`src/shared/ardc_pkg.sv`:
```
`default_nettype none
package ardc_pkg;
   localparam logic [7:0] ARDC_OFS_GENERAL  = 8'h0a;
   localparam logic [7:0] ARDC_OFS_DPEQ01   = 8'h10;
   localparam logic [7:0] ARDC_OFS_DPEQ23   = 8'h11;
   localparam logic [7:0] ARDC_OFS_AUX_LANE = 8'h13;
   localparam logic [7:0] ARDC_OFS_DOWN_EQ  = 8'h20;
   localparam logic [7:0] ARDC_OFS_UP_EQ    = 8'h21;
   localparam logic [7:0] ARDC_OFS_USB_CTL  = 8'h22;
   localparam logic [7:0] ARDC_GENERAL_MASK = 8'h17;
   localparam int ARDC_GEN_EQ_SW   = 4;
   localparam int ARDC_GEN_FLIP    = 2;
   localparam int ARDC_AUX_MON_OFF = 7;
   localparam logic [7:0] ARDC_RST_VAL = 8'h00;
   localparam logic [6:0] ARDC_ADDR_BASE = 7'h10;
   localparam logic [1:0] ARDC_LVL_LOW   = 2'h0;
   localparam logic [1:0] ARDC_LVL_FLOAT = 2'h2;
   localparam logic [1:0] ARDC_DET_8MS  = 2'h0;
   localparam logic [1:0] ARDC_DET_12MS = 2'h1;
   localparam logic [1:0] ARDC_CMP_AUTO = 2'h0;
   localparam logic [1:0] ARDC_CMP_DOWN = 2'h1;
   localparam logic [1:0] ARDC_CMP_UP   = 2'h2;
   localparam logic [1:0] ARDC_CMP_OFF  = 2'h3;
   localparam logic [1:0] ARDC_AUX_FOLLOW = 2'h0;
   localparam logic [1:0] ARDC_AUX_NORMAL = 2'h1;
   localparam logic [1:0] ARDC_AUX_FLIP   = 2'h2;
   localparam logic [1:0] ARDC_AUX_OPEN   = 2'h3;
   localparam logic [1:0] ARDC_CFG_OFF  = 2'h0;
   localparam logic [1:0] ARDC_CFG_USB  = 2'h1;
   localparam logic [1:0] ARDC_CFG_DP4  = 2'h2;
   localparam logic [1:0] ARDC_CFG_DP2  = 2'h3;
   localparam int ARDC_CLK_HZ   = 10_000_000;
   localparam int ARDC_DET8_MS  = 8;
   localparam int ARDC_DET12_MS = 12;
   localparam int ARDC_DET8_CYC  = ARDC_DET8_MS * (ARDC_CLK_HZ / 1000);
   localparam int ARDC_DET12_CYC = ARDC_DET12_MS * (ARDC_CLK_HZ / 1000);
   localparam logic [2:0] ARDC_STRAP_DLY = 3'h6;

   typedef struct packed {
      logic [3:0][3:0] dp;
      logic [1:0][3:0] down;
      logic [3:0]      up;
   } ardc_eq_s;

   typedef struct packed {
      logic [3:0] lane_en;
      logic       usb_en;
      logic [1:0] aux_route;
      logic       cmp_down;
      logic       cmp_up;
      logic       cmp_off;
      logic       serial_mode;
   } ardc_ctl_s;

   typedef enum logic [2:0] {
      ARDC_IDLE, ARDC_ADDR, ARDC_AACK, ARDC_RX, ARDC_RXACK, ARDC_TX, ARDC_TXACK, ARDC_TXNEXT
   } ardc_i2c_e;
endpackage
`default_nettype wire

```
`src/ardc_sync.sv`:
```
`timescale 1ns/10ps
`default_nettype none
module ardc_sync
   import ardc_pkg::*;
#(
   parameter int W = 1
) (
   input  wire logic         core_clk_i,
   input  wire logic         sys_rst_i,
   input  wire logic [W-1:0] async_i,
   output logic      [W-1:0] sync_o
);
   logic [W-1:0] ff1_q, ff2_q, ff3_q, out_q;
   logic [W-1:0] out_d;

   // only the second and third stage are compared, so a metastable first stage never leaks
   always_comb begin
      out_d = (ff2_q == ff3_q) ? ff3_q : out_q;
   end

   always_ff @(posedge core_clk_i) begin
      if (sys_rst_i) begin
         ff1_q <= '0;
         ff2_q <= '0;
         ff3_q <= '0;
         out_q <= '0;
      end else begin
         ff1_q <= async_i;
         ff2_q <= ff1_q;
         ff3_q <= ff2_q;
         out_q <= out_d;
      end
   end

   assign sync_o = out_q;
endmodule // ardc_sync
`default_nettype wire

```
`src/ardc_top.sv`:
```
`timescale 1ns/10ps
`default_nettype none
module ardc_top
   import ardc_pkg::*;
#(
   parameter int DET8_CYC  = ARDC_DET8_CYC,
   parameter int DET12_CYC = ARDC_DET12_CYC
) (
   input  wire logic       core_clk_i,
   input  wire logic       sys_rst_i,
   input  wire logic       scl_i,
   input  wire logic       sda_i,
   output logic            sda_o,
   output logic            sda_oe_n_o,
   input  wire logic [1:0] ctl_port_sel_lvl_i,
   input  wire logic       config_pin_high_i,
   input  wire logic       config_pin_low_i,
   input  wire logic       flip_pin_i,
   input  wire logic [1:0] display_eq_addr1_pin_i,
   input  wire logic [1:0] usb_eq_addr0_pin_i,
   input  wire logic [1:0] down_eq_pin_i,
   input  wire logic       cm_fsm_active_i,
   output ardc_eq_s        eq_o,
   output ardc_ctl_s       ctl_o,
   output logic            rx_detect_pulse_o
);
   logic       scl_s, sda_s;
   logic [10:0] pins_s;

   ardc_sync #(.W(1)) u_scl (
      .core_clk_i (core_clk_i),
      .sys_rst_i  (sys_rst_i),
      .async_i    (scl_i),
      .sync_o     (scl_s)
   );
   ardc_sync #(.W(1)) u_sda (
      .core_clk_i (core_clk_i),
      .sys_rst_i  (sys_rst_i),
      .async_i    (sda_i),
      .sync_o     (sda_s)
   );
   ardc_sync #(.W(11)) u_pins (
      .core_clk_i (core_clk_i),
      .sys_rst_i  (sys_rst_i),
      .async_i    ({ctl_port_sel_lvl_i, config_pin_high_i, config_pin_low_i, flip_pin_i,
                    display_eq_addr1_pin_i, usb_eq_addr0_pin_i, down_eq_pin_i}),
      .sync_o     (pins_s)
   );

   // four strap levels spread evenly over the sixteen settings
   function automatic logic [3:0] lvl2eq(input logic [1:0] lvl);
      return {lvl, lvl};
   endfunction

   // strap capture: waits for the synchronisers to settle after reset release
   logic [2:0] strap_cnt_q, strap_cnt_d;
   logic [5:0] strap_q, strap_d;
   always_comb begin
      strap_cnt_d = strap_cnt_q;
      strap_d     = strap_q;
      if (strap_cnt_q != ARDC_STRAP_DLY) begin
         strap_cnt_d = strap_cnt_q + 3'h1;
         strap_d     = pins_s[5:0];
      end
   end
   always_ff @(posedge core_clk_i) begin
      if (sys_rst_i) begin
         strap_cnt_q <= 3'h0;
         strap_q     <= 6'h00;
      end else begin
         strap_cnt_q <= strap_cnt_d;
         strap_q     <= strap_d;
      end
   end

   // each strap contributes one address bit; both floating gives 0x12
   logic [6:0] slave_addr;
   assign slave_addr = ARDC_ADDR_BASE | {5'h00, strap_q[5], strap_q[2]};

   ardc_eq_s strap_eq;
   assign strap_eq.dp   = {4{lvl2eq(strap_q[5:4])}};
   assign strap_eq.down = {2{lvl2eq(strap_q[1:0])}};
   assign strap_eq.up   = lvl2eq(strap_q[3:2]);

   // register file
   logic [7:0]      gen_q, aux_q, usb_q;
   logic [15:0]     dpeq_q;
   logic [7:0]      down_q;
   logic [3:0]      up_q;
   logic            eq_sw;
   logic [7:0]      rd_data;
   logic [7:0]      ptr_q;
   assign eq_sw = gen_q[ARDC_GEN_EQ_SW];

   always_comb begin
      unique case (ptr_q)
         ARDC_OFS_GENERAL:  rd_data = gen_q;
         ARDC_OFS_DPEQ01:   rd_data = eq_sw ? dpeq_q[7:0] : {strap_eq.dp[1], strap_eq.dp[0]};
         ARDC_OFS_DPEQ23:   rd_data = eq_sw ? dpeq_q[15:8] : {strap_eq.dp[3], strap_eq.dp[2]};
         ARDC_OFS_AUX_LANE: rd_data = aux_q;
         ARDC_OFS_DOWN_EQ:  rd_data = eq_sw ? down_q : {strap_eq.down[1], strap_eq.down[0]};
         ARDC_OFS_UP_EQ:    rd_data = {4'h0, eq_sw ? up_q : strap_eq.up};
         ARDC_OFS_USB_CTL:  rd_data = {ctl_o.cmp_down | ctl_o.cmp_up | (~ctl_o.cmp_off & cm_fsm_active_i),
                                       usb_q[6:0]};
         default:           rd_data = 8'h00;
      endcase
   end

   // serial slave
   ardc_i2c_e  st_q, st_d;
   logic [3:0] cnt_q, cnt_d;
   logic [7:0] sh_q, sh_d, tx_q, tx_d, ptr_d;
   logic       first_q, first_d, rw_q, rw_d, oe_n_q, oe_n_d;
   logic       scl_p_q, sda_p_q;
   logic       rise, fall, start, stop, wr_en;
   logic [7:0] wr_data;
   assign rise  = scl_s & ~scl_p_q;
   assign fall  = ~scl_s & scl_p_q;
   assign start = scl_s & scl_p_q & sda_p_q & ~sda_s;
   assign stop  = scl_s & scl_p_q & ~sda_p_q & sda_s;

   always_comb begin
      st_d    = st_q;
      cnt_d   = cnt_q;
      sh_d    = sh_q;
      tx_d    = tx_q;
      ptr_d   = ptr_q;
      first_d = first_q;
      rw_d    = rw_q;
      oe_n_d  = oe_n_q;
      wr_en   = 1'b0;
      wr_data = sh_q;
      if (start) begin
         st_d   = ARDC_ADDR;
         cnt_d  = 4'h0;
         oe_n_d = 1'b1;
      end else if (stop) begin
         st_d   = ARDC_IDLE;
         oe_n_d = 1'b1;
      end else begin
         unique case (st_q)
            ARDC_IDLE: ;
            ARDC_ADDR, ARDC_RX: begin
               if (rise) begin
                  sh_d  = {sh_q[6:0], sda_s};
                  cnt_d = cnt_q + 4'h1;
               end else if (fall && cnt_q == 4'h8) begin
                  if (st_q == ARDC_ADDR) begin
                     if (sh_q[7:1] == slave_addr) begin
                        oe_n_d = 1'b0;
                        rw_d   = sh_q[0];
                        st_d   = ARDC_AACK;
                     end else begin
                        st_d = ARDC_IDLE;
                     end
                  end else begin
                     oe_n_d  = 1'b0;
                     first_d = 1'b0;
                     st_d    = ARDC_RXACK;
                     if (first_q) begin
                        ptr_d = sh_q;
                     end else begin
                        wr_en = 1'b1;
                        ptr_d = ptr_q + 8'h01;
                     end
                  end
               end
            end
            ARDC_AACK, ARDC_RXACK: begin
               if (fall) begin
                  cnt_d = 4'h0;
                  if (st_q == ARDC_AACK && rw_q) begin
                     tx_d   = rd_data;
                     oe_n_d = rd_data[7];
                     st_d   = ARDC_TX;
                  end else begin
                     oe_n_d = 1'b1;
                     st_d   = ARDC_RX;
                     if (st_q == ARDC_AACK) begin
                        first_d = 1'b1;
                     end
                  end
               end
            end
            ARDC_TX: begin
               if (rise) begin
                  cnt_d = cnt_q + 4'h1;
               end else if (fall) begin
                  if (cnt_q == 4'h8) begin
                     oe_n_d = 1'b1;
                     ptr_d  = ptr_q + 8'h01;
                     st_d   = ARDC_TXACK;
                  end else begin
                     tx_d   = {tx_q[6:0], 1'b0};
                     oe_n_d = tx_q[6];
                  end
               end
            end
            ARDC_TXACK: begin
               // a not-acknowledge ends the read; the master follows with stop
               if (rise) begin
                  st_d = sda_s ? ARDC_IDLE : ARDC_TXNEXT;
               end
            end
            ARDC_TXNEXT: begin
               if (fall) begin
                  cnt_d  = 4'h0;
                  tx_d   = rd_data;
                  oe_n_d = rd_data[7];
                  st_d   = ARDC_TX;
               end
            end
         endcase
      end
   end

   // register writes; unmapped offsets are dropped
   logic [7:0]  gen_d, aux_d, usb_d, down_d;
   logic [15:0] dpeq_d;
   logic [3:0]  up_d;
   always_comb begin
      gen_d  = gen_q;
      aux_d  = aux_q;
      usb_d  = usb_q;
      dpeq_d = dpeq_q;
      down_d = down_q;
      up_d   = up_q;
      if (wr_en) begin
         unique case (ptr_q)
            ARDC_OFS_GENERAL:  gen_d = wr_data & ARDC_GENERAL_MASK;
            ARDC_OFS_DPEQ01:   dpeq_d[7:0] = wr_data;
            ARDC_OFS_DPEQ23:   dpeq_d[15:8] = wr_data;
            ARDC_OFS_AUX_LANE: aux_d = wr_data & 8'hbf;
            ARDC_OFS_DOWN_EQ:  down_d = wr_data;
            ARDC_OFS_UP_EQ:    up_d = wr_data[3:0];
            ARDC_OFS_USB_CTL:  usb_d = {1'b0, wr_data[6:0]};
            default: ;
         endcase
      end
   end

   // effective configuration
   logic       serial_mode, flip;
   logic [1:0] cfg;
   ardc_ctl_s  ctl_d;
   ardc_eq_s   eq_d;
   always_comb begin
      serial_mode = pins_s[10:9] != ARDC_LVL_LOW;
      cfg  = serial_mode ? gen_q[1:0] : pins_s[8:7];
      flip = serial_mode ? gen_q[ARDC_GEN_FLIP] : pins_s[6];
      ctl_d = '0;
      ctl_d.serial_mode = serial_mode;
      unique case (cfg)
         ARDC_CFG_OFF: ctl_d.lane_en = 4'h0;
         ARDC_CFG_USB: ctl_d.lane_en = 4'h0;
         ARDC_CFG_DP4: ctl_d.lane_en = 4'hf;
         ARDC_CFG_DP2: ctl_d.lane_en = 4'h3;
      endcase
      ctl_d.usb_en = cfg[0];
      // lanes leave in arrival order and polarity; any swap is the sink's job
      if (serial_mode && aux_q[ARDC_AUX_MON_OFF]) begin
         ctl_d.lane_en = ctl_d.lane_en & ~aux_q[3:0];
      end
      unique case (aux_q[5:4])
         ARDC_AUX_FOLLOW: ctl_d.aux_route = !cfg[1] ? ARDC_AUX_OPEN
                                          : (flip ? ARDC_AUX_FLIP : ARDC_AUX_NORMAL);
         ARDC_AUX_NORMAL: ctl_d.aux_route = ARDC_AUX_NORMAL;
         ARDC_AUX_FLIP:   ctl_d.aux_route = ARDC_AUX_FLIP;
         ARDC_AUX_OPEN:   ctl_d.aux_route = ARDC_AUX_OPEN;
      endcase
      ctl_d.cmp_down = usb_q[1:0] == ARDC_CMP_DOWN;
      ctl_d.cmp_up   = usb_q[1:0] == ARDC_CMP_UP;
      ctl_d.cmp_off  = usb_q[1:0] == ARDC_CMP_OFF;
      if (serial_mode && eq_sw) begin
         eq_d.dp   = dpeq_q;
         eq_d.down = down_q;
         eq_d.up   = up_q;
      end else begin
         eq_d = strap_eq;
      end
   end

   // receiver-detect interval; reserved codes fall back to the short period
   logic [19:0] det_cnt_q, det_cnt_d, det_lim;
   logic        det_pulse_d;
   always_comb begin
      det_lim = (usb_q[3:2] == ARDC_DET_12MS) ? 20'(DET12_CYC - 1) : 20'(DET8_CYC - 1);
      det_pulse_d = det_cnt_q >= det_lim;
      det_cnt_d = det_pulse_d ? 20'h00000 : det_cnt_q + 20'h00001;
   end

   always_ff @(posedge core_clk_i) begin
      if (sys_rst_i) begin
         st_q    <= ARDC_IDLE;
         cnt_q   <= 4'h0;
         sh_q    <= 8'h00;
         tx_q    <= 8'h00;
         ptr_q   <= 8'h00;
         first_q <= 1'b0;
         rw_q    <= 1'b0;
         oe_n_q  <= 1'b1;
         scl_p_q <= 1'b1;
         sda_p_q <= 1'b1;
         gen_q   <= ARDC_RST_VAL;
         aux_q   <= ARDC_RST_VAL;
         usb_q   <= ARDC_RST_VAL;
         dpeq_q  <= 16'h0000;
         down_q  <= ARDC_RST_VAL;
         up_q    <= 4'h0;
         det_cnt_q         <= 20'h00000;
         rx_detect_pulse_o <= 1'b0;
         ctl_o   <= '0;
         eq_o    <= '0;
         sda_o   <= 1'b0;
      end else begin
         st_q    <= st_d;
         cnt_q   <= cnt_d;
         sh_q    <= sh_d;
         tx_q    <= tx_d;
         ptr_q   <= ptr_d;
         first_q <= first_d;
         rw_q    <= rw_d;
         oe_n_q  <= oe_n_d;
         scl_p_q <= scl_s;
         sda_p_q <= sda_s;
         gen_q   <= gen_d;
         aux_q   <= aux_d;
         usb_q   <= usb_d;
         dpeq_q  <= dpeq_d;
         down_q  <= down_d;
         up_q    <= up_d;
         det_cnt_q         <= det_cnt_d;
         rx_detect_pulse_o <= det_pulse_d;
         ctl_o   <= ctl_d;
         eq_o    <= eq_d;
         sda_o   <= 1'b0;
      end
   end

   assign sda_oe_n_o = oe_n_q;
endmodule // ardc_top
`default_nettype wire

```
`config.mk`:
```
export PLATFORM = sky130hd
export DESIGN_NAME = ardc_top
export DESIGN_NICKNAME = d
export VERILOG_FILES = /design/src/shared/ardc_pkg.sv /design/src/ardc_sync.sv /design/src/ardc_top.sv
export SDC_FILE = /design/constraint.sdc
export NUM_CORES = 1
export LEC_CHECK = 0
export BUFFER_PORTS_ARGS = -buffer_cell sky130_fd_sc_hd__buf_4
export CORE_UTILIZATION = 60
export DETAILED_ROUTE_END_ITERATION = 8
export PLACE_DENSITY = 0.79
export REMOVE_ABC_BUFFERS = 1
export SLEW_MARGIN = 25
export SYNTH_ARGS = -nofsm -noshare
export SYNTH_HDL_FRONTEND = slang
export SYNTH_HIERARCHICAL = 1
export SYNTH_SLANG_ARGS = --single-unit
```
`constraint.sdc`:
```
create_clock -name core_clk_i -period 4.5 [get_ports core_clk_i]
set_input_delay 0.45 -clock core_clk_i [delete_from_list [all_inputs] [get_ports core_clk_i]]
set_output_delay 0.45 -clock core_clk_i [all_outputs]
set_load 0.02 [all_outputs]
```
-- Word-level counts from Yosys, hierarchy flattened
Cells that the tools add are included.
W data, S select, Z words.
- input bits: 16
- logic and storage cells: 237
- output and inout bits: 42
- flip-flop bits (word level): 202
- equality and inequality tests: 54
- add/sub/neg operators: 4
- magnitude comparators: 1
- reduce and logical (&&, ||, !) cells: 38
- bitwise logic cells: 20
- muxes and demuxes: 72
- operator list (kind ; number):
    $mux W8 ; 10
    $pmux W8 S7 ; 1
    $reduce_and A9 Y1 ; 5
    $mux W7 ; 6
    $mux W3 ; 11
    $ne A4 B4 Y1 const B ; 8
    $mux W28 ; 1
    $mux W1 ; 26
    $ne A2 B2 Y1 const B ; 13
    $eq A8 B5 Y1 const B ; 3
    $eq A8 B6 Y1 const B ; 3
    $pmux W7 S3 ; 1
    $add A20 B1 Y20 const B ; 1
    $ge A20 B17 Y1 ; 1
    $mux W16 ; 1
    $mux W4 ; 4
    $pmux W8 S2 ; 1
    $pmux W3 S5 ; 1
    $reduce_and A2 Y1 ; 7
    $eq A2 B2 Y1 const B ; 6
    $eq A3 B3 Y1 const B ; 4
    $pmux W4 S3 ; 1
    $eq A11 B11 Y1 ; 1
    $reduce_or A2 Y1 ; 5
    33 further kinds ; 68

-- Depth between registers and ports, before layout
Gate-level depths: netlist of run 1.
- word-level depth: 9
- gate-level depth with buffers: 11
- gate-level depth less buffers: 8

-- Hierarchy
The synthesis of run 1 kept the hierarchy.
- modules (own cells, without submodules) (module ; seq. area each (um^2) ; instances ; area each (um^2) ; cells each):
    ardc_top ; 3002.9 ; 1 ; 7035.5 ; 857
    ardc_sync at u_pins ; 880.8 ; 1 ; 1498.9 ; 132
    ardc_sync at u_scl ... ; 80.1 ; 2 ; 112.6 ; 10

-- Worst setup path before layout of run 1
OpenSTA, ideal clock, no wires.
- path type: register to register
- start: register usb_q[3]
- end: register det_cnt_q[10]
- period minus slack after synthesis: 2.243 ns
- cell stages (with the launch flop): 12
- data arrival time: 2.111 ns
- buffers on the path: 3
- setup time: 0.132 ns
- setup slack: 2.257 ns
- data required time: 4.368 ns
- cell sequence: dfxtp_1 > nand2b_1 > clkbuf_1 > inv_1 > ha_1 > nand2_1 > or3_1 > a31oi_1 > o21a_1 > buf_2 > clkbuf_1 > nor3_1
- word-level cells in the longest chain between the ends: 4
- ends and longest elaborated chain (what ; line ; RTL):
    from (decl) ; ardc_top.sv:86 ; logic [7:0] gen_q, aux_q, usb_q;
    from (signal assigned) ; ardc_top.sv:328 ; usb_q <= usb_d;
    $eq A2 B1 Y1 ; ardc_top.sv:287 ; det_lim = (usb_q[3:2] == ARDC_DET_12MS) ? 20'(DET12_CYC - 1) : 20'(DET8_CYC - 1);
    $mux W16 ; ardc_top.sv:287 ;
    $ge A20 B17 Y1 ; ardc_top.sv:288 ; det_pulse_d = det_cnt_q >= det_lim;
    $reduce_or A2 Y1 (no line) ; - ;
    to (signal assigned) ; ardc_top.sv:332 ; det_cnt_q <= det_cnt_d;
    to (decl) ; ardc_top.sv:284 ; logic [19:0] det_cnt_q, det_cnt_d, det_lim;
No other way between the ends.
A chain may end at the register's enable or synchronous reset.

-- Worst setup path after layout of run 1
- start: register ptr_q[4]
- end: register dpeq_q[7]
- word-level cells in the longest chain between the ends: 2
- ends and longest elaborated chain (what ; line ; RTL):
    from (decl) ; ardc_top.sv:92 ; logic [7:0] ptr_q;
    from (signal assigned) ; ardc_top.sv:320 ; ptr_q <= ptr_d;
    $eq A8 B5 Y1 ; ardc_top.sv:229 ; unique case (ptr_q)
    $reduce_and A2 Y1 (no line) ; - ;
    to (signal assigned) ; ardc_top.sv:329 ; dpeq_q <= dpeq_d;
    to (decl) ; ardc_top.sv:87 ; logic [15:0] dpeq_q;
No other way between the ends.

==> metrics.md, run 1 <==
| Metric | Value |
|---|---|
| Overflow after GRT | `0` |
| Initial antenna violation count | `0` |
| Clock group share of total power | `47.1%` |
| Cell family with most CP delay | `simple AND/OR/NAND/NOR gates` |
| Setup TNS | `0 ps` |
| Psw | `758.8 uW` |
| Routed len/inst | `16.48 um` |
| Pwr/cell area | `368.1 nW/um^2` |
| All-Layer GR Usage | `between 20 and 30%` |
| Pint | `2.883 mW` |
| Comb power frac | `2.8%` |
| First-pass GRT wire length | `32.71 mm` |
| Leak | `3.457 nW` |
| Worst-path cell chain | `or4b_1 -> nor4_4 -> nand2_1 -> nand2_1 -> a21oi_1` |
| CP bufs+invs | `0` |
| Worst-Margin Slew | `974.9 ps` |
| CTS Buf Count | `21` |
| Leading post-synthesis cells by cell area | `dfxtp_1 (46%), a21oi_1 (5.9%), nand2_1 (5.5%)` |
| DRC viols | `0` |
| Antenna-violating nets left | `0` |
| Std cell rows | `between 40 and 50` |
| H-tree depth | `1` |
| Post-CTS setup buffers | `0` |
| Post-synth EDFFs | `0` |
| Clk_skew | `9.121 ps` |
| Asr flop ratio synth | `0%` |
| YS warnings | `6` |
| Layout cells sized above 1 | `11.22%` |
| Fin crit period | `just under 3000 ps` |
| Post-Syn Instances | `1009` |
| Root Buffer | `clkbuf_16` |
| # diodes | `0` |
| DR pass1 iterations | `6` |
| Sequential element share of the synthesized area | `a little under half` |
| Nets | `1059` |
| Slowest cell on crit path | `nor4_4` |
| Max-slew headroom | `34.52%` |
| Crit path required time | `4840 ps` |
| Number of global-route vias before repair | `6706` |
| Via Count | `slightly above 7000` |
| Final hold vios | `0` |
| Crit Path Category | `flop to flop` |
| Routability cong. | `0.9003` |
| Post-synth top area share | `46.16%` |
| VDD IR max | `~0.36 mV` |
| Most used cell along the critical path | `nand2_1` |
| Clock sinks | `202` |
| Yosys cell types | `75` |
| Yosys top cell by area | `dfxtp_1` |
| Die area | `15090 um^2` |
| Max-cap violations | `0` |
| Syn Area/Cell | `8.682 um^2` |
| Post-DP HPWL | `around 13 mm` |
| Setup ws final | `1598 ps` |
| Switching Share | `20.84%` |
| CP Launch Type | `flop` |
| CP max stage delay | `880 ps` |
| Port Buffers | `56` |
| Cts hold-fix bufs | `0` |
| CORE AREA | `14040 um^2` |
| Clk Latency, worst-skew pair | `500 ps` |
| Resized Gates After CTS | `0` |
| Final worst-path cycle share | `around 64%` |
| RSZ-0062 raised after global routing | `no` |
| FF+latch count, synth | `202` |
| Final Setup Violations | `0` |
| Power Total | `~3.6 mW` |
| Worst EP arrival | `3240 ps` |
| Worst Setup End Kind | `flop` |
| Critical Path Fanout Max | `16` |
| Worst Setup SP | `ptr_q[4]$_SDFFE_PP0P_` |
| I/O Pins | `a little under 60` |
| CTS tree | `built` |
| Die width | `between 100 and 150 um` |
| CTS clock-pin slew for the worst setup and hold paths | `around 70 ps` |
| Seq pwr share | `50.1%` |
| Worst hold start | `scl_i` |
| Mapped Area | `8760 um^2` |
| Maximum buffer depth of the clock tree | `3` |
| Slew Limit Fails | `0` |
| Area Overhead vs Synth | `12.93%` |
| Die height | `around 120 um` |
| Outcome | `finished, final reports clean` |
| Largest net degree at the start of global routing | `around 110` |
| Starting Density | `62.38%` |
| Worst reg-to-reg setup slack | `about 1600 ps` |
| Initial DRC Count | `721` |
| Vias/cell | `5.951` |
| Pre-CTS setup slack | `1770 ps` |
| Max Clock Freq | `344.6 MHz` |
| R2r startpoint | `ptr_q[4]$_SDFFE_PP0P_` |
| Hold WC Path Type | `primary input to flop` |
| Synth Flop Type | `dfxtp_1` |
| Fillers | `1101` |
| Drt total wl | `20.15 mm` |
Yosys cell counts, drive strengths merged (3+ instances only):
| cell | count |
|---|---|
| nand2b | 21 |
| nor2 | 54 |
| or3b | 4 |
| xor2 | 8 |
| nand2 | 130 |
| ha | 14 |
| o21ai | 27 |
| nor3b | 12 |
| a22o | 4 |
| o31ai | 7 |
| buf | 18 |
| o22ai | 6 |
| inv | 13 |
| nor3 | 30 |
| nand4 | 10 |
| clkbuf | 51 |
| nand3b | 3 |
| and3b | 3 |
| or2b | 5 |
| mux2i | 34 |
| a21oi | 104 |
| a31oi | 11 |
| o221ai | 3 |
| xnor2 | 24 |
| a211oi | 7 |
| nand3 | 63 |
| o21bai | 3 |
| dfxtp | 202 |
| and3 | 10 |
| nor4 | 7 |
| a22oi | 10 |
| or2 | 4 |
| a21o | 4 |
| or3 | 4 |
| mux2 | 3 |
| a32oi | 5 |
| and2 | 8 |
| nor2b | 50 |
per-layer routing:
metal	up-vias	global-route usage (%)	wire, um
met2	284	43.22	9055
met3	71	5.390	1520
li1	3568	-	-
met4	0	11.81	818
met5	-	0	0
met1	3355	35.99	8756
cells by family after synthesis:
logic type                 Yosys count  synth area share [%]
and+or+nand+nor                    425                 25.17
AOI/OAI and AO/OA                  215                 15.13
DFF                                202                 46.16
buffers and inverters               82                 3.914
muxes                               37                 4.271
xor gates and xnor gates            32                 3.200
adders and majority gates           15                 2.114
other                                1               0.04281
power groups by stage:
stage / Clock, mW / Combinational, mW / Sequential (mW)
floorplan: 0 / 0.0488 / 1.86
global placement: 0 / 0.0985 / 1.86
detailed placement: 0 / 0.101 / 1.86
CTS: 1.74 / 0.101 / 1.82
global route: 1.82 / 0.111 / 1.83
finish: 1.72 / 0.102 / 1.82
state kept, by name (all words and copies together) (netlist names), 8 cells and up:
signal	flops
u_pins/sync_o	11
dpeq_q	16
sh_q	8
u_pins/ff3_q	11
ctl_o	11
ptr_q	8
det_cnt_q	20
u_pins/ff2_q	11
down_q	8
eq_o	28
u_pins/ff1_q	11
placed cells by master (no fill, tap or decap), types with 5 or more instances in the layout:
cell,netlist,final
a211oi_1,7,7
a21oi_1,104,104
a22oi_1,10,10
a31oi_1,11,11
a32oi_1,5,5
and2_1,7,7
and3_1,10,10
buf_4,4,63
clkbuf_1,50,7
clkbuf_16,0,21
dfxtp_1,202,202
ha_1,14,14
inv_1,13,13
mux2i_1,34,34
nand2_1,129,129
nand2b_1,21,21
nand3_1,63,63
nand4_1,10,10
nor2_1,54,54
nor2b_1,50,50
nor3_1,29,28
nor3b_1,10,10
o21ai_0,24,24
o22ai_1,6,6
o31ai_1,7,7
or2b_1,5,5
xnor2_1,24,24
xor2_1,8,8
per-stage QoR:
step           hold WS [ps]  instance area [um^2]  utilization (%)  instances
2_1_floorplan         413.8                  8473                -        942
3_3_place_gp          416.3                  9191            65.45       1186
3_5_place_dp          424.7                  9200            65.52       1186
4_1_cts               151.2                  9879            70.36       1223
5_1_grt               158.8                  9892            70.44       1223
6_report              163.5                  9892            70.44       1223
area by class of cell:
class / count / area (um^2) / area share (%)
timing repair buffer: 64 / 493.0 / 4.984
inverter: 13 / 48.80 / 0.4933
sequential: 202 / 4044 / 40.88
clock buffer: 31 / 593.1 / 5.995
tap: 180 / 225.2 / 2.277
clock inverter: 6 / 86.33 / 0.8728
multi-input combinational: 727 / 4402 / 44.50
final timing paths:
path         cells after the start                endpoint
max                              5  dpeq_q[7]$_SDFFE_PP0P_
min                              2  u_scl/ff1_q$_SDFF_PP0_
max reg2reg                      5  dpeq_q[7]$_SDFFE_PP0P_
min reg2reg                      1  u_sda/ff2_q$_SDFF_PP0_
(Power assumes the default switching activity.)
==> inputs of run 2 (changes only) <==
--- a/config.mk
+++ b/config.mk
@@ -6,9 +6,9 @@
 export NUM_CORES = 1
 export LEC_CHECK = 0
 export BUFFER_PORTS_ARGS = -buffer_cell sky130_fd_sc_hd__buf_4
-export CORE_UTILIZATION = 60
+export CORE_UTILIZATION = 54
 export DETAILED_ROUTE_END_ITERATION = 8
-export PLACE_DENSITY = 0.79
+export PLACE_DENSITY = 0.75
 export REMOVE_ABC_BUFFERS = 1
 export SLEW_MARGIN = 25
 export SYNTH_ARGS = -nofsm -noshare
==> constraint.sdc (replaced) <==
create_clock -name core_clk_i -period 2.3 [get_ports core_clk_i]
set_input_delay 0.23 -clock core_clk_i [delete_from_list [all_inputs] [get_ports core_clk_i]]
set_output_delay 0.23 -clock core_clk_i [all_outputs]
set_load 0.02 [all_outputs]
==> run 2 against run 1 <==
Effect of this change:
- cell count up 6.6%
- first-iteration DRC count down 11%
- routed wire length up 3.5%
- core utilization down 5.4 points
- count of clock-buffer cells in the layout up 2
- worst hold slack better by 0.64 ps
- global-route usage down 2.0 points
- sequential power up 96%
- die area up 11%
- largest power group unchanged
==> metrics.md, run 2 (synthesis results as in run 1) <==
| Metric | Value |
|---|---|
| DP Cell Count | `1253 (+5.6%)` |
| Setup TNS | `0 ps (unchanged)` |
| DR pass1 iterations | `5 (-1)` |
| CTS Buf Count | `21 (unchanged)` |
| Slowest cell on crit path | `nor4_4` |
| Clock sinks | `202 (unchanged)` |
| Area Overhead vs Synth | `17.87%` |
| Crit path required time | `2680 ps (-2160 ps)` |
| CP Launch Type | `flop` |
| Via Count | `7527 (+3.4%)` |
| Largest reg by FF count | `eq_o` |
| Max reg flops | `28 (unchanged)` |
| Area post-placement | `9507 um^2 (+3.3%)` |
| Die width | `129.4 um (+5.3%)` |
| Antenna-violating nets left | `0 (unchanged)` |
| Starting Density | `55.14% (-7.2 points)` |
| Largest net degree at the start of global routing | `101 (-9.0%)` |
| Worst hold slack | `164.1 ps (+0.6390 ps)` |
| # diodes | `0 (unchanged)` |
| Worst-Margin Slew | `730.4 ps (-244.5 ps)` |
| Overflow after GRT | `0 (unchanged)` |
| CTS clock-pin slew for the worst setup and hold paths | `60 ps (about the same)` |
| Clk_skew | `8.612 ps (-0.5088 ps)` |
| Final hold vios | `0 (unchanged)` |
| Routed len/inst | `16.00 um (-2.9%)` |
| Port Buffers | `56 (unchanged)` |
| Worst EP arrival | `2530 ps (-710 ps)` |
| CP max stage delay | `480 ps (-400 ps)` |
| H-tree depth | `1 (unchanged)` |
| Std cell rows | `46 (+7.0%)` |
| Initial DRC Count | `644 (-11%)` |
| Root Buffer | `clkbuf_16` |
| Worst Setup End Kind | `flop` |
| CORE AREA | `15890 um^2 (+13%)` |
| I/O Pins | `58 (unchanged)` |
| Nets | `1103 (+4.2%)` |
| All-Layer GR Usage | `25.23% (-2.0 points)` |
| Maximum buffer depth of the clock tree | `3 (unchanged)` |
| Critical Path Fanout Max | `20 (+4)` |
| Max Clock Freq | `465.2 MHz (+35%)` |
| Outcome | `finished, final reports clean` |
| Clk Latency, worst-skew pair | `500 ps (about the same)` |
| Max-slew headroom | `51.24% (+17 points)` |
| Die area | `16740 um^2 (+11%)` |
| Fin cells | `1304 (+6.6%)` |
| Final Setup Violations | `0 (unchanged)` |
| Fin area | `10320 um^2 (+4.4%)` |
| Commonest non-fill, non-tap cell in the layout | `dfxtp_1` |
| Drt total wl | `20.86 mm (+3.5%)` |
| Post-CTS setup buffers | `0 (unchanged)` |
| Biggest regs | `eq_o (28), det_cnt_q (20), dpeq_q (16)` |
| Die height | `129.4 um (+5.3%)` |
| Most frequent cells in the layout | `dfxtp_1 (202), nand2_1 (129), a21oi_1 (104)` |
| Routability cong. | `0.9186 (+2.0%)` |
| First-pass GRT wire length | `33.78 mm (+3.3%)` |
| Slew Limit Fails | `0 (unchanged)` |
| Layout cells sized above 1 | `13.60% (+2.4 points)` |
| DRC viols | `0 (unchanged)` |
| RSZ-0062 raised after global routing | `no` |
| Final Core Density | `65.00% (-5.4 points)` |
| VDD IR max | `0.6043 mV (+68%)` |
| Crit Path Category | `flop to flop` |
| Pwr/cell area | `689.1 nW/um^2 (+87%)` |
| Worst-path cell chain | `inv_1 -> ha_1 -> nand3b_1 -> nor4_4 -> buf_12 -> nand2_1 -> mux2i_1 -> nor2_1` |
| Initial antenna violation count | `0 (unchanged)` |
| CTS tree | `built` |
| Final worst-path cycle share | `93.46% (+29 points)` |
| Leak | `3.700 nW (+7.0%)` |
| Fin crit period | `2150 ps (-752.2 ps)` |
| Fillers | `1327 (+21%)` |
| Vias/cell | `5.772 (-3.0%)` |
| Post-DP HPWL | `13.85 mm (+5.0%)` |
| Max-cap violations | `0 (unchanged)` |
| Hold WC Path Type | `primary input to flop` |
| Number of global-route vias before repair | `7044 (+5.0%)` |
## run 2: cell count changes in the layout (fill, tap and decap cells not counted), moves of 2 or more
| cell | before | now |
|---|---|---|
| buf_4 | 63 | 91 |
| dlygate4sd3_1 | 0 | 13 |
| buf_12 | 1 | 4 |
| clkbuf_8 | 3 | 5 |
## run 2: worst paths after layout
check                                                 start                     endpoint  slack (ps)  depth (start not counted)
worst max-delay path                  cnt_q[0]$_SDFFE_PP0P_       down_q[0]$_SDFFE_PP0P_         150                          8
worst min register to register  u_pins/ff1_q[10]$_SDFF_PP0_  u_pins/ff2_q[10]$_SDFF_PP0_         430                          1
worst max register to register        cnt_q[0]$_SDFFE_PP0P_       down_q[0]$_SDFFE_PP0P_         150                          8
worst min-delay path                              sys_rst_i       u_scl/ff1_q$_SDFF_PP0_         160                          2
## run 2: timing repair
| item | in CTS | in global routing |
|---|---|---|
| hold buffers | 13 | 0 |
| resized for setup | 0 | 2 |
| endpoints found under the setup margin | 0 | 13 |
| hold endpoints to repair | 13 | 0 |
## run 2: power breakdown
part	switching, mW	internal [mW]
Sequential	0.0244	3.54
Combinational	0.119	0.106
Clock	1.35	1.97
## run 2: per-layer routing
layer	track usage, %	part of all wire, %	up-vias
met2	42.06	46	276
met1	33.03	44	3534
met4	9.619	3.5	0
met3	3.716	6.4	60
li1	-	-	3657
met5	0	0	-
## run 2: through the flow
step                setup slack [ps]  total power, mW
floorplan                     -391.7            3.743
global placement               136.6            3.846
detailed placement             122.2            3.851
CTS                            104.4            7.162
global route                   11.10            7.335
finish                         150.3            7.115
## run 2: area by class of cell
type	instances	area [um^2]	area share, %
clock buffers	33	620.6	6.011
repair buffers	108	893.4	8.652
well taps	216	270.3	2.618
flip-flops and latches	202	4044	39.17
inverters	13	48.80	0.4726
multi-input cells	727	4392	42.54
clock inverters	5	56.30	0.5453
## run 2: critical path: cells and delay by family, from the launching register on
| kind | cells | cell delay [ps] |
|---|---|---|
| flops | 1 | 330 |
| mux | 1 | 200 |
| simple gates | 4 | 1040 |
| buf+inv | 2 | 280 |
| fa+ha+maj | 1 | 170 |
